### src/design/epts_pkg.sv
// Shared constants and types for the panel power sequencer pair
package epts_pkg;
	localparam int CLK_KHZ = 200000;
	localparam int MS_CYCLES_DEFAULT = CLK_KHZ;
	localparam int CYC_W = 18;
	localparam int MS_W = 10;
	// Panel side delays in ms, from supply on except valid detect, from video valid
	localparam int BLACK_DELAY_MS = 1;
	localparam int AUX_READY_MS = 1;
	localparam int HPD_DELAY_MS = 2;
	localparam int VALID_DETECT_MS = 1;
	// Source side delays, in ms; the sideband timeout in cycles
	localparam int HPD_MAX_MS = 200;
	localparam int HPD_TO_TRAIN_MS = 1;
	localparam int TRAIN_MS = 1;
	localparam int IDLE_MS = 1;
	localparam int BL_ON_MS = 100;
	localparam int LED_STEP_MS = 2;
	localparam int BL_OFF_TO_END_MS = 60;
	localparam int END_TO_OFF_MS = 10;
	localparam int POWER_OFF_MS = 500;
	localparam int AUX_TIMEOUT_CYC = 64;
	// Frame geometry
	localparam int H_ACTIVE = 1920;
	localparam int H_TOTAL = 2250;
	localparam int V_ACTIVE = 1080;
	localparam int V_TOTAL = 1132;
	// Pixel clock rates in kHz, made by a phase accumulator
	localparam int PIX_KHZ_60 = 152840;
	localparam int PIX_KHZ_50A = 127350;
	localparam int PIX_KHZ_50B = 122260;
	localparam int PH_W = 16;
	localparam logic [15:0] PIX_INC_60 =
		16'((64'(PIX_KHZ_60) << PH_W) / CLK_KHZ);
	localparam logic [15:0] PIX_INC_50A =
		16'((64'(PIX_KHZ_50A) << PH_W) / CLK_KHZ);
	localparam logic [15:0] PIX_INC_50B =
		16'((64'(PIX_KHZ_50B) << PH_W) / CLK_KHZ);
	// Sideband register address and capability byte
	localparam logic [19:0] SINK_STATUS_ADDR = 20'h00205;
	localparam logic [7:0] SINK_CAP_DEFAULT = 8'hA5;
	// Controller registers
	localparam logic [7:0] ADDR_CTRL = 8'h00;
	localparam logic [7:0] ADDR_STATUS = 8'h04;
	localparam logic [7:0] ADDR_PATTERN = 8'h08;
	localparam int CTRL_POWER_BIT = 0;
	localparam int CTRL_MODE_LSB = 1;
	localparam int STATUS_CLR_BIT = 8;
	localparam logic [31:0] CTRL_RESET = 32'h00000000;
	localparam logic [31:0] PATTERN_RESET = 32'h00000000;
	localparam logic [1:0] RESP_OKAY = 2'h0;
	localparam logic [1:0] RESP_SLVERR = 2'h2;

	typedef enum logic [3:0] {
		S_OFF, S_SUPPLY, S_PRE_TRAIN, S_TRAIN, S_IDLE, S_VIDEO,
		S_BL_POWER, S_BL_DIM, S_ON, S_BL_UNEN, S_BL_UNDIM,
		S_VIDEO_END, S_POWER_END
	} epts_state_t;
endpackage

### src/design/epts_link_if.sv
// Link between the display source and the panel sink
`timescale 1ns/1ps
interface epts_link_if;
	logic panelSupply;
	logic hotPlug;
	logic auxReq;
	logic [19:0] auxAddr;
	logic auxAck;
	logic [7:0] auxData;
	logic trainActive;
	logic idlePattern;
	logic videoValid;
	logic noVideoFlag;
	logic pixelStrobe;
	logic activeVideoWindow;
	logic [23:0] pixelData;

	modport panel (
		input panelSupply, auxReq, auxAddr, trainActive, idlePattern,
		input videoValid, noVideoFlag, pixelStrobe, activeVideoWindow,
		input pixelData,
		output hotPlug, auxAck, auxData
	);
	modport source (
		output panelSupply, auxReq, auxAddr, trainActive, idlePattern,
		output videoValid, noVideoFlag, pixelStrobe, activeVideoWindow,
		output pixelData,
		input hotPlug, auxAck, auxData
	);
endinterface

### src/design/epts_source_seq.sv
// Source end: power sequence, link stages, pixel stream, AXI4-Lite regs
`timescale 1ns/1ps
module epts_source_seq #(
	parameter int MS_CYCLES = epts_pkg::MS_CYCLES_DEFAULT
) (
	input wire logic clk,
	input wire logic reset,
	input wire logic awvalid,
	output logic awready,
	input wire logic [7:0] awaddr,
	input wire logic wvalid,
	output logic wready,
	input wire logic [31:0] wdata,
	input wire logic [3:0] wstrb,
	output logic bvalid,
	input wire logic bready,
	output logic [1:0] bresp,
	input wire logic arvalid,
	output logic arready,
	input wire logic [7:0] araddr,
	output logic rvalid,
	input wire logic rready,
	output logic [31:0] rdata,
	output logic [1:0] rresp,
	epts_link_if.source link,
	output logic backlightPower,
	output logic backlightDimming,
	output logic backlightEnable
);
	epts_pkg::epts_state_t state, next_state;
	logic [epts_pkg::CYC_W-1:0] cycle, next_cycle;
	logic [epts_pkg::MS_W-1:0] stateMs, next_stateMs;
	logic [31:0] ctrl, next_ctrl, pattern, next_pattern;
	logic awHeld, next_awHeld, wHeld, next_wHeld;
	logic [7:0] awAddrHeld, next_awAddrHeld;
	logic [31:0] wDataHeld, next_wDataHeld;
	logic [3:0] wStrbHeld, next_wStrbHeld;
	logic next_awready, next_wready, next_bvalid, next_arready;
	logic next_rvalid;
	logic [1:0] next_bresp, next_rresp;
	logic [31:0] next_rdata, status;
	logic hpdPrev, hpdEvent, next_hpdEvent, errTimeout, next_errTimeout;
	logic auxPending, next_auxPending, auxBusy, next_auxBusy;
	logic [6:0] auxWait, next_auxWait;
	logic sinkSeen, next_sinkSeen;
	logic next_auxReq, next_supply, next_train, next_idle, next_valid;
	logic next_noVideo, next_blPower, next_blDim, next_blEnable;
	logic [epts_pkg::PH_W-1:0] phase, next_phase, inc;
	logic pixEn;
	logic [11:0] hCount, next_hCount;
	logic [10:0] vCount, next_vCount;
	logic next_strobe, next_window;
	logic [23:0] next_pixel;
	logic msTick, powerReq, clearReq, doWrite;

	function automatic logic [31:0] merge(input logic [31:0] old,
		input logic [31:0] data, input logic [3:0] strb);
		logic [31:0] result;
		result = old;
		for (int i = 0; i < 4; i++)
			if (strb[i])
				result[8*i +: 8] = data[8*i +: 8];
		return result;
	endfunction

	function automatic logic elapsed(input logic [9:0] ms, input int lim);
		return ms >= 10'(lim);
	endfunction

	////////////////////////////////////////////////////////////////
	// Register slave
	always_comb
	begin
		next_awHeld = awHeld;
		next_awAddrHeld = awAddrHeld;
		next_wHeld = wHeld;
		next_wDataHeld = wDataHeld;
		next_wStrbHeld = wStrbHeld;
		if (awvalid && awready)
		begin
			next_awHeld = 1'b1;
			next_awAddrHeld = awaddr;
		end
		if (wvalid && wready)
		begin
			next_wHeld = 1'b1;
			next_wDataHeld = wdata;
			next_wStrbHeld = wstrb;
		end
		doWrite = awHeld && wHeld && !bvalid;
		next_ctrl = ctrl;
		next_pattern = pattern;
		clearReq = 1'b0;
		next_bvalid = bvalid && !bready;
		next_bresp = bresp;
		if (doWrite)
		begin
			next_awHeld = 1'b0;
			next_wHeld = 1'b0;
			next_bvalid = 1'b1;
			next_bresp = epts_pkg::RESP_OKAY;
			unique case (awAddrHeld)
				epts_pkg::ADDR_CTRL:
					next_ctrl = merge(ctrl, wDataHeld, wStrbHeld);
				epts_pkg::ADDR_PATTERN:
					next_pattern = merge(pattern, wDataHeld, wStrbHeld);
				epts_pkg::ADDR_STATUS:
					clearReq = wStrbHeld[1]
						&& wDataHeld[epts_pkg::STATUS_CLR_BIT];
				default:
					next_bresp = epts_pkg::RESP_SLVERR;
			endcase
		end
		next_awready = !next_awHeld && !next_bvalid;
		next_wready = !next_wHeld && !next_bvalid;
		status = {22'h000000, errTimeout, hpdEvent, sinkSeen,
			link.hotPlug, link.panelSupply, 1'b0, 4'(state)};
		next_rvalid = rvalid && !rready;
		next_rdata = rdata;
		next_rresp = rresp;
		if (arvalid && arready)
		begin
			next_rvalid = 1'b1;
			next_rresp = epts_pkg::RESP_OKAY;
			unique case (araddr)
				epts_pkg::ADDR_CTRL: next_rdata = ctrl;
				epts_pkg::ADDR_STATUS: next_rdata = status;
				epts_pkg::ADDR_PATTERN: next_rdata = pattern;
				default:
				begin
					next_rdata = 32'h00000000;
					next_rresp = epts_pkg::RESP_SLVERR;
				end
			endcase
		end
		next_arready = !next_rvalid;
	end

	always_ff @(posedge clk)
	begin
		if (reset)
		begin
			awHeld <= 1'b0;
			wHeld <= 1'b0;
			awAddrHeld <= 8'h00;
			wDataHeld <= 32'h00000000;
			wStrbHeld <= 4'h0;
			ctrl <= epts_pkg::CTRL_RESET;
			pattern <= epts_pkg::PATTERN_RESET;
			awready <= 1'b0;
			wready <= 1'b0;
			bvalid <= 1'b0;
			bresp <= 2'h0;
			arready <= 1'b0;
			rvalid <= 1'b0;
			rdata <= 32'h00000000;
			rresp <= 2'h0;
		end
		else
		begin
			awHeld <= next_awHeld;
			wHeld <= next_wHeld;
			awAddrHeld <= next_awAddrHeld;
			wDataHeld <= next_wDataHeld;
			wStrbHeld <= next_wStrbHeld;
			ctrl <= next_ctrl;
			pattern <= next_pattern;
			awready <= next_awready;
			wready <= next_wready;
			bvalid <= next_bvalid;
			bresp <= next_bresp;
			arready <= next_arready;
			rvalid <= next_rvalid;
			rdata <= next_rdata;
			rresp <= next_rresp;
		end
	end

	////////////////////////////////////////////////////////////////
	// Power sequence; every wait is counted in whole ms from entry
	always_comb
	begin
		powerReq = ctrl[epts_pkg::CTRL_POWER_BIT];
		msTick = cycle == epts_pkg::CYC_W'(MS_CYCLES - 1);
		next_state = state;
		next_errTimeout = errTimeout;
		unique case (state)
			epts_pkg::S_OFF:
				if (powerReq && elapsed(stateMs, epts_pkg::POWER_OFF_MS))
					next_state = epts_pkg::S_SUPPLY;
			epts_pkg::S_SUPPLY:
				if (link.hotPlug)
					next_state = epts_pkg::S_PRE_TRAIN;
				else if (elapsed(stateMs, epts_pkg::HPD_MAX_MS))
				begin
					next_errTimeout = 1'b1;
					next_state = epts_pkg::S_POWER_END;
				end
			epts_pkg::S_PRE_TRAIN:
				if (elapsed(stateMs, epts_pkg::HPD_TO_TRAIN_MS))
					next_state = epts_pkg::S_TRAIN;
			epts_pkg::S_TRAIN:
				if (elapsed(stateMs, epts_pkg::TRAIN_MS))
					next_state = epts_pkg::S_IDLE;
			epts_pkg::S_IDLE:
				if (elapsed(stateMs, epts_pkg::IDLE_MS))
					next_state = epts_pkg::S_VIDEO;
			epts_pkg::S_VIDEO:
				if (elapsed(stateMs, epts_pkg::BL_ON_MS))
					next_state = epts_pkg::S_BL_POWER;
			epts_pkg::S_BL_POWER:
				if (elapsed(stateMs, epts_pkg::LED_STEP_MS))
					next_state = epts_pkg::S_BL_DIM;
			epts_pkg::S_BL_DIM:
				if (elapsed(stateMs, epts_pkg::LED_STEP_MS))
					next_state = epts_pkg::S_ON;
			epts_pkg::S_ON:
				if (!powerReq)
					next_state = epts_pkg::S_BL_UNEN;
			epts_pkg::S_BL_UNEN:
				if (elapsed(stateMs, epts_pkg::LED_STEP_MS))
					next_state = epts_pkg::S_BL_UNDIM;
			epts_pkg::S_BL_UNDIM:
				if (elapsed(stateMs, epts_pkg::LED_STEP_MS))
					next_state = epts_pkg::S_VIDEO_END;
			epts_pkg::S_VIDEO_END:
				if (elapsed(stateMs, epts_pkg::BL_OFF_TO_END_MS))
					next_state = epts_pkg::S_POWER_END;
			epts_pkg::S_POWER_END:
				if (elapsed(stateMs, epts_pkg::END_TO_OFF_MS))
					next_state = epts_pkg::S_OFF;
		endcase
		// A drop before any video needs no backlight unwinding
		if (!powerReq && state inside {epts_pkg::S_SUPPLY,
			epts_pkg::S_PRE_TRAIN, epts_pkg::S_TRAIN, epts_pkg::S_IDLE})
			next_state = epts_pkg::S_POWER_END;
		if (powerReq && state == epts_pkg::S_OFF)
			next_errTimeout = 1'b0;
		next_cycle = msTick ? '0 : cycle + 1'b1;
		next_stateMs = stateMs;
		if (msTick && stateMs != '1)
			next_stateMs = stateMs + 1'b1;
		if (next_state != state)
		begin
			next_cycle = '0;
			next_stateMs = '0;
		end
		next_supply = next_state != epts_pkg::S_OFF;
		next_train = next_state == epts_pkg::S_TRAIN;
		next_idle = next_state inside {epts_pkg::S_IDLE,
			epts_pkg::S_POWER_END};
		next_valid = next_state inside {epts_pkg::S_VIDEO,
			epts_pkg::S_BL_POWER, epts_pkg::S_BL_DIM, epts_pkg::S_ON,
			epts_pkg::S_BL_UNEN, epts_pkg::S_BL_UNDIM,
			epts_pkg::S_VIDEO_END};
		next_noVideo = state == epts_pkg::S_VIDEO_END
			&& next_state == epts_pkg::S_POWER_END;
		next_blPower = next_state inside {epts_pkg::S_BL_POWER,
			epts_pkg::S_BL_DIM, epts_pkg::S_ON, epts_pkg::S_BL_UNEN,
			epts_pkg::S_BL_UNDIM};
		next_blDim = next_state inside {epts_pkg::S_BL_DIM,
			epts_pkg::S_ON, epts_pkg::S_BL_UNEN};
		next_blEnable = next_state == epts_pkg::S_ON;
		// Hot plug low pulse while video is valid: record it and reread sink status
		next_hpdEvent = (hpdEvent && !clearReq)
			|| (hpdPrev && !link.hotPlug && next_valid);
		next_auxPending = auxPending || (hpdPrev && !link.hotPlug
			&& next_valid);
		// Poll once power comes up; the panel may not answer yet
		if (state == epts_pkg::S_OFF && next_state == epts_pkg::S_SUPPLY)
			next_auxPending = 1'b1;
		next_auxReq = 1'b0;
		next_auxBusy = auxBusy;
		next_auxWait = auxWait;
		next_sinkSeen = sinkSeen;
		if (auxBusy)
		begin
			next_auxWait = auxWait + 1'b1;
			if (link.auxAck)
			begin
				next_auxBusy = 1'b0;
				next_sinkSeen = link.auxData[0];
			end
			else if (auxWait == 7'(epts_pkg::AUX_TIMEOUT_CYC - 1))
			begin
				next_auxBusy = 1'b0;
				next_auxPending = 1'b1;
			end
		end
		else if (auxPending)
		begin
			next_auxReq = 1'b1;
			next_auxBusy = 1'b1;
			next_auxWait = '0;
			next_auxPending = 1'b0;
		end
		if (!next_supply)
		begin
			next_auxPending = 1'b0;
			next_auxBusy = 1'b0;
			next_auxReq = 1'b0;
		end
	end

	always_ff @(posedge clk)
	begin
		if (reset)
		begin
			state <= epts_pkg::S_OFF;
			cycle <= '0;
			stateMs <= '0;
			errTimeout <= 1'b0;
			hpdPrev <= 1'b0;
			hpdEvent <= 1'b0;
			auxPending <= 1'b0;
			auxBusy <= 1'b0;
			auxWait <= '0;
			sinkSeen <= 1'b0;
			link.auxReq <= 1'b0;
			link.auxAddr <= 20'h00000;
			link.panelSupply <= 1'b0;
			link.trainActive <= 1'b0;
			link.idlePattern <= 1'b0;
			link.videoValid <= 1'b0;
			link.noVideoFlag <= 1'b0;
			backlightPower <= 1'b0;
			backlightDimming <= 1'b0;
			backlightEnable <= 1'b0;
		end
		else
		begin
			state <= next_state;
			cycle <= next_cycle;
			stateMs <= next_stateMs;
			errTimeout <= next_errTimeout;
			hpdPrev <= link.hotPlug;
			hpdEvent <= next_hpdEvent;
			auxPending <= next_auxPending;
			auxBusy <= next_auxBusy;
			auxWait <= next_auxWait;
			sinkSeen <= next_sinkSeen;
			link.auxReq <= next_auxReq;
			link.auxAddr <= epts_pkg::SINK_STATUS_ADDR;
			link.panelSupply <= next_supply;
			link.trainActive <= next_train;
			link.idlePattern <= next_idle;
			link.videoValid <= next_valid;
			link.noVideoFlag <= next_noVideo;
			backlightPower <= next_blPower;
			backlightDimming <= next_blDim;
			backlightEnable <= next_blEnable;
		end
	end

	////////////////////////////////////////////////////////////////
	// Pixel stream; the accumulator keeps the average rate in range
	always_comb
	begin
		unique case (ctrl[epts_pkg::CTRL_MODE_LSB +: 2])
			2'h1: inc = epts_pkg::PIX_INC_50A;
			2'h2: inc = epts_pkg::PIX_INC_50B;
			default: inc = epts_pkg::PIX_INC_60;
		endcase
		{pixEn, next_phase} = {1'b0, phase} + {1'b0, inc};
		next_hCount = hCount;
		next_vCount = vCount;
		if (pixEn)
		begin
			next_hCount = hCount + 1'b1;
			if (hCount == 12'(epts_pkg::H_TOTAL - 1))
			begin
				next_hCount = '0;
				next_vCount = vCount + 1'b1;
				if (vCount == 11'(epts_pkg::V_TOTAL - 1))
					next_vCount = '0;
			end
		end
		if (!link.videoValid)
		begin
			next_phase = '0;
			next_hCount = '0;
			next_vCount = '0;
		end
		next_strobe = pixEn && link.videoValid;
		next_window = hCount < 12'(epts_pkg::H_ACTIVE)
			&& vCount < 11'(epts_pkg::V_ACTIVE);
		next_pixel = next_window ? pattern[23:0] : 24'h000000;
	end

	always_ff @(posedge clk)
	begin
		if (reset)
		begin
			phase <= '0;
			hCount <= '0;
			vCount <= '0;
			link.pixelStrobe <= 1'b0;
			link.activeVideoWindow <= 1'b0;
			link.pixelData <= 24'h000000;
		end
		else
		begin
			phase <= next_phase;
			hCount <= next_hCount;
			vCount <= next_vCount;
			link.pixelStrobe <= next_strobe;
			link.activeVideoWindow <= next_window && next_strobe;
			link.pixelData <= next_pixel;
		end
	end
endmodule

### src/flat_wrapper.sv
// flat-port wrapper written by rule: the top's interface ports become plain ports
module epts_source_seq_flat 
#(
	parameter int MS_CYCLES = epts_pkg::MS_CYCLES_DEFAULT
)
  (clk, reset, awvalid, awready, awaddr, wvalid, wready, wdata, wstrb, bvalid, bready, bresp, arvalid, arready, araddr, rvalid, rready, rdata, rresp, backlightPower, backlightDimming, backlightEnable, link_panelSupply, link_auxReq, link_auxAddr, link_trainActive, link_idlePattern, link_videoValid, link_noVideoFlag, link_pixelStrobe, link_activeVideoWindow, link_pixelData, link_hotPlug, link_auxAck, link_auxData);
  epts_link_if link_i ();
  input wire logic clk;
  input wire logic reset;
  input wire logic awvalid;
  output logic awready;
  input wire logic [7:0] awaddr;
  input wire logic wvalid;
  output logic wready;
  input wire logic [31:0] wdata;
  input wire logic [3:0] wstrb;
  output logic bvalid;
  input wire logic bready;
  output logic [1:0] bresp;
  input wire logic arvalid;
  output logic arready;
  input wire logic [7:0] araddr;
  output logic rvalid;
  input wire logic rready;
  output logic [31:0] rdata;
  output logic [1:0] rresp;
  output logic backlightPower;
  output logic backlightDimming;
  output logic backlightEnable;
  output wire logic [$bits(link_i.panelSupply)-1:0] link_panelSupply;
  output wire logic [$bits(link_i.auxReq)-1:0] link_auxReq;
  output wire logic [$bits(link_i.auxAddr)-1:0] link_auxAddr;
  output wire logic [$bits(link_i.trainActive)-1:0] link_trainActive;
  output wire logic [$bits(link_i.idlePattern)-1:0] link_idlePattern;
  output wire logic [$bits(link_i.videoValid)-1:0] link_videoValid;
  output wire logic [$bits(link_i.noVideoFlag)-1:0] link_noVideoFlag;
  output wire logic [$bits(link_i.pixelStrobe)-1:0] link_pixelStrobe;
  output wire logic [$bits(link_i.activeVideoWindow)-1:0] link_activeVideoWindow;
  output wire logic [$bits(link_i.pixelData)-1:0] link_pixelData;
  input wire logic [$bits(link_i.hotPlug)-1:0] link_hotPlug;
  input wire logic [$bits(link_i.auxAck)-1:0] link_auxAck;
  input wire logic [$bits(link_i.auxData)-1:0] link_auxData;
  assign link_panelSupply = link_i.panelSupply;
  assign link_auxReq = link_i.auxReq;
  assign link_auxAddr = link_i.auxAddr;
  assign link_trainActive = link_i.trainActive;
  assign link_idlePattern = link_i.idlePattern;
  assign link_videoValid = link_i.videoValid;
  assign link_noVideoFlag = link_i.noVideoFlag;
  assign link_pixelStrobe = link_i.pixelStrobe;
  assign link_activeVideoWindow = link_i.activeVideoWindow;
  assign link_pixelData = link_i.pixelData;
  assign link_i.hotPlug = link_hotPlug;
  assign link_i.auxAck = link_auxAck;
  assign link_i.auxData = link_auxData;
  epts_source_seq #(.MS_CYCLES(MS_CYCLES)) u_core (.clk(clk), .reset(reset), .awvalid(awvalid), .awready(awready), .awaddr(awaddr), .wvalid(wvalid), .wready(wready), .wdata(wdata), .wstrb(wstrb), .bvalid(bvalid), .bready(bready), .bresp(bresp), .arvalid(arvalid), .arready(arready), .araddr(araddr), .rvalid(rvalid), .rready(rready), .rdata(rdata), .rresp(rresp), .link(link_i), .backlightPower(backlightPower), .backlightDimming(backlightDimming), .backlightEnable(backlightEnable));
endmodule
### config.mk
export PLATFORM = sky130hd
export DESIGN_NAME = epts_source_seq_flat
export DESIGN_NICKNAME = d
export VERILOG_FILES = /design/src/design/epts_pkg.sv /design/src/design/epts_link_if.sv /design/src/design/epts_source_seq.sv /design/src/flat_wrapper.sv
export SDC_FILE = /design/constraint.sdc
export NUM_CORES = 1
export LEC_CHECK = 0
export BUFFER_PORTS_ARGS = -buffer_cell sky130_fd_sc_hd__buf_2
export CAP_MARGIN = 5
export CORE_ASPECT_RATIO = 1.75
export CORE_MARGIN = 2
export CORE_UTILIZATION = 30
export CTS_CLUSTER_SIZE = 14
export DETAILED_ROUTE_END_ITERATION = 12
export SLEW_MARGIN = 10
export SYNTH_ARGS = -nofsm -noshare
export SYNTH_HDL_FRONTEND = slang
export SYNTH_SLANG_ARGS = --single-unit
### constraint.sdc
create_clock -name clk -period 5.22 [get_ports clk]
set_input_delay 0.783 -clock clk [delete_from_list [all_inputs] [get_ports clk]]
set_output_delay 0.783 -clock clk [all_outputs]
set_load 0.05 [all_outputs]
* Yosys cells after proc, flatten, opt, wreduce, memory -nomap -nowiden
Index checks and enable logic that the tools add are counted.
** Storage, ports and cells
- Register bits :: 280
- Bits of input ports :: 69
- Output and inout port bits :: 96
- Word-level logic and storage cells :: 207
** Operators by class
- Add/sub/neg operators :: 6
- Order comparisons :: 9
- Eq/ne operators :: 35
- Muxes and demuxes :: 42
- Bitwise gates (word level) :: 4
- Reductions and logical operators :: 64
** Operators by type and width (count)
- $pmux 32 s3 :: 1
- $mux 4 :: 15
- $pmux 4 s13 :: 1
- $eq 4x4->1 const B :: 10
- $eq 4x3->1 const B :: 8
- $pmux 15 s2 :: 1
- $reduce_and 3->1 :: 9
- $logic_and 1x1->1 :: 22
- $add 18x1->18 const B :: 1
- $eq 18x18->1 const B :: 1
- $add 16x16->17 :: 1
- $mux 1 :: 17
- $eq 8x3->1 const B :: 2
- $eq 8x4->1 const B :: 2
- $logic_not 8->1 :: 2
- $mux 7 :: 2
- $add 12x1->12 const B :: 1
- $eq 12x12->1 const B :: 1
- $eq 4x2->1 const B :: 3
- $lt 12x11->1 const B :: 1
- $mux 12 :: 1
- $reduce_or 3->1 :: 4
- $add 11x1->11 const B :: 1
- $eq 11x11->1 const B :: 1
- 30 further kinds :: 52

* Depth between registers and ports, before layout
- Word-level depth :: 13
- Gate-level depth with buffers :: 12
- Mapped depth without buffers :: 11

* Worst setup path before layout
Ideal clock, no wire load.
- Kind :: register to register
- Start point :: register u_core.ctrl[1]
- End point :: register u_core.hCount[0]
- Setup time :: 0.128 ns
- Arrival time :: 2.633 ns
- Path slack :: 2.460 ns
- Cell stages (with the launch flop) :: 12
- Path buffers :: 2
- Cells stage by stage :: dfxtp_1 inv_1 ha_1 ha_1 clkbuf_1 nand3_1 nor2_1 a2111oi_0 and2_1 buf_1 xor2_1 nor2_1
** On the way
- Longest elaborated chain between the ends :: 3
- Elaborated cells between the ends (all ways) :: 4
** Ends and longest elaborated chain
- start: declaration :: line epts_source_seq.sv:33 : logic [31:0] ctrl, next_ctrl, pattern, next_pattern;
- start signal: assignment :: line epts_source_seq.sv:148 : ctrl <= epts_pkg::CTRL_RESET;
- start signal: assignment :: line epts_source_seq.sv:166 : ctrl <= next_ctrl;
- $eq 2x2->1 / $eq 2x1->1 (equally long branches) :: line epts_source_seq.sv:359 : unique case (ctrl[epts_pkg::CTRL_MODE_LSB +: 2])
- $pmux 15 s2 * :: line epts_source_seq.sv:359
- $add 16x16->17 * :: line epts_source_seq.sv:364 : {pixEn, next_phase} = {1'b0, phase} + {1'b0, inc};
- end signal: assignment :: line epts_source_seq.sv:404 : hCount <= next_hCount;
- end: declaration :: line epts_source_seq.sv:50 : logic [11:0] hCount, next_hCount;
Every way passes the cells marked *; elsewhere a longest branch is shown, timed or not.
A chain may end at the register's enable or synchronous reset.

* Final worst setup path
- Start point :: register u_core.ctrl[2]
- End point :: register u_core.hCount[10]
Same word-level chain as after synthesis.

==> reports/results.txt <==
Starting Density: 0.302
clock group share of total power: 0.390
# DRC: 0
Yosys top cell area share: 0.465
post-CTS setup buffer count: 0
Cell Pwr Density: 378 mW/mm^2
Gate power share: 0.175
Final HPWL DP: 21500 microns
Worst-Skew Late Latency: 0.56 ns
Critical R2R Capture: u_core.hCount[10]
GR Overflow Total: 0
fraction of layout cells with a size suffix above 1: 0.161
PortBufs: 138
Routed WL per cell: 15.9 microns
synth top area cells: dfxtp_1 (47%), nand2_1 (7.1%), a21oi_1 (6.4%)
top cells by count, synth: dfxtp_1 (268), nand2_1 (219), a21oi_1 (148)
area occupied by multi-input gates: 0.00572 sq mm
#FFs+latches synth: 268
mapped cell area: 0.0115 sq mm
CP startpoint kind: flop
sequential group share of total power: 0.434
Register Area: 0.00537 sq mm
hold path depth: 1
drt initial violations: 403
worst hold endpoint: u_core.phase[1]
clock-pin transition on the worst setup and hold timing paths: 0.06 ns
vias per cell: 5.06
post-synthesis cell count: 1366
CTS Sinks: 268
leakage power: 0.00503 uW
slowest stage delay, CP: 0.69 ns
Max VDD drop: 0.231 mV
first-pass GRT wire length: 50000 microns
Post-CTS Hold Fix Bufs: 0
reg2reg path depth: 9
Crit Reg-Reg Startpoint: u_core.ctrl[2]
Critical Path RT: 5.65 ns
sequential share of the synthesized area: 0.465
Final GP Congestion: 0.846
total track usage: 0.151
top_reg_cell synth: dfxtp_1
Final ANT Viol Nets: 0
Fillers: 3950
CTS buffer count: 27
most common cell in the netlist: dfxtp_1
status: complete, no violations
number of synthesized flops with an enable pin: 0
I/O pin count: 165
Worst path slowest cell: a21oi_1
Switch Pwr: 1540 uW
cell area after layout: 0.0135 sq mm
Setup Skew: 0.0173 ns
sw frac: 0.303
post_cts resized: 0
die extent in x: 152 microns
critical path, cell by cell: ha_1 -> inv_1 -> ha_1 -> o2111ai_1 -> o21a_1 -> a211o_1 -> a21oi_1 -> or2_2 -> nor2_1
antenna violations before repair: 2
f_max: 282 MHz
routed wire length: 31200 microns
reg2reg setup slack: 1.67 ns
Tightest Pin Transition: 1.11 ns
setup TNS: 0 ns
P&R area growth vs syn: 16.8%
Placed Area: 0.0126 sq mm
CP max FO: 13
Top delay family on crit path: compound AO/OA/AOI/OAI gates
syn_area_per_cell: 8.44 sq um
max-cap violations: 0
Worst path most repeated cell: ha_1
Tmin final: 3.55 ns
Synth async-reset ratio: 0
core area: 0.0382 sq mm
RSZ-0062 raised after global routing: no
Hold Path Class: flop to flop
Longest Clk Path Bufs: 3
Ant. Diodes: 0
H-tree depth: 1
Slew Limit Fails: 0
Die Y: 263 microns
nets@finish: 1557
Detailed Routing Iterations Pass 1: 5
Yosys cell types: 71
Synth Warn #: 0
row count: 95
largest net degree at the start of global routing: 94
CP Class: flop to flop
cell taking the most area after synthesis: dfxtp_1
final worst-path cycle share: 0.680
Crit path depth: 9
crit path DAT: 3.98 ns
Cell Int Power: 3550 uW
final hold vios: 0
final setup violating endpoints: 0
hold path start: u_core.phase[1]
die area: 0.0401 sq mm
CTS Root Cell: clkbuf_16
slew margin rel.: 0.261
WP buf/inv: 1
vias in the first global route: 9582
endpoint class of the critical path: flop
vias: 9955
CTS tree: done
## area by class of cell
class,instances,area share
tap,485,0.0451
timing repair buffer,152,0.0596
multi-input combinational,996,0.425
inverter,18,0.00502
clock buffer,41,0.0615
sequential,268,0.398
clock inverter,8,0.00595
## worst register-to-register path: stages, from the launching register on
cell and delay (ns):
dfxtp_1 0.39, ha_1 0.41, inv_1 0.16, ha_1 0.39, o2111ai_1 0.20, o21a_1 0.24, a211o_1 0.48, a21oi_1 0.69
or2_2 0.38, nor2_1 0.08
## cells in the final DEF (no fill, tap or decap), drive strengths merged, types with 24 or more instances in the layout
cell    Yosys  final
dfxtp     268    268
nand2     219    219
buf        33    152
a21oi     149    149
nor2      109    109
nand3      86     86
nor3       49     49
clkbuf     69     41
a22oi      32     32
xnor2      30     30
and2       29     29
o21ai      25     25
ha         24     24
## state kept, by name, summed over array words and instances, names as in the netlist, 11 cells and up
| signal | count |
|---|---|
| u_core.link.pixelData | 24 |
| u_core.ctrl | 32 |
| u_core.phase | 15 |
| u_core.cycle | 18 |
| u_core.wDataHeld | 32 |
| u_core.rdata | 32 |
| u_core.hCount | 12 |
| u_core.pattern | 32 |
| u_core.vCount | 11 |
## through the flow
stage	std cells	worst slack, ns	hold slack, ns	util	power (uW)
floorplan	1384	2.46	0.414	-	2920
global placement	1919	1.77	0.428	0.329	3130
detailed placement	1919	1.66	0.438	0.329	3140
CTS	1968	1.62	0.437	0.353	5160
global route	1968	1.33	0.461	0.353	5320
finish	1968	1.67	0.451	0.353	5090
## power by group through the flow
stage | Sequential, uW | Combinational (uW) | Clock [uW]
final | 2210 | 892 | 1990
after global routing | 2230 | 972 | 2120
after global placement | 2260 | 873 | 0
after CTS | 2210 | 890 | 2060
after detailed placement | 2260 | 887 | 0
after floorplan | 2280 | 637 | 0
## routing by layer
metal	up-vias	part of all wire	wire [microns]	track usage
met4	2	0.028	872	0.0589
li1	4903	-	-	-
met2	267	0.51	15800	0.272
met1	4725	0.41	12900	0.181
met5	-	0.00038	12	0
met3	58	0.051	1610	0.0219
## worst max-delay path by stage
stage | start | endpoint | slack, ns
finish | u_core.ctrl[2] | u_core.hCount[10] | 1.67
global route | u_core.ctrl[2] | u_core.hCount[2] | 1.33
CTS | u_core.ctrl[2] | u_core.hCount[6] | 1.62
detailed placement | u_core.ctrl[2] | u_core.hCount[3] | 1.66
global placement | u_core.ctrl[1] | u_core.hCount[0] | 1.77
floorplan | u_core.ctrl[1] | u_core.hCount[0] | 2.46
## cells by family after synthesis
| family | Yosys count | synth area share |
|---|---|---|
| buffers and inverters | 120 | 0.0462 |
| AND/OR/NAND/NOR | 609 | 0.252 |
| flip-flops | 268 | 0.465 |
| AO/OA/AOI/OAI | 260 | 0.139 |
| adder cells (fa/ha/maj) | 25 | 0.0278 |
| multiplexers | 36 | 0.0337 |
| other | 1 | 0.000325 |
| XOR/XNOR | 47 | 0.0357 |
Power figures use the tool's default switching activity.
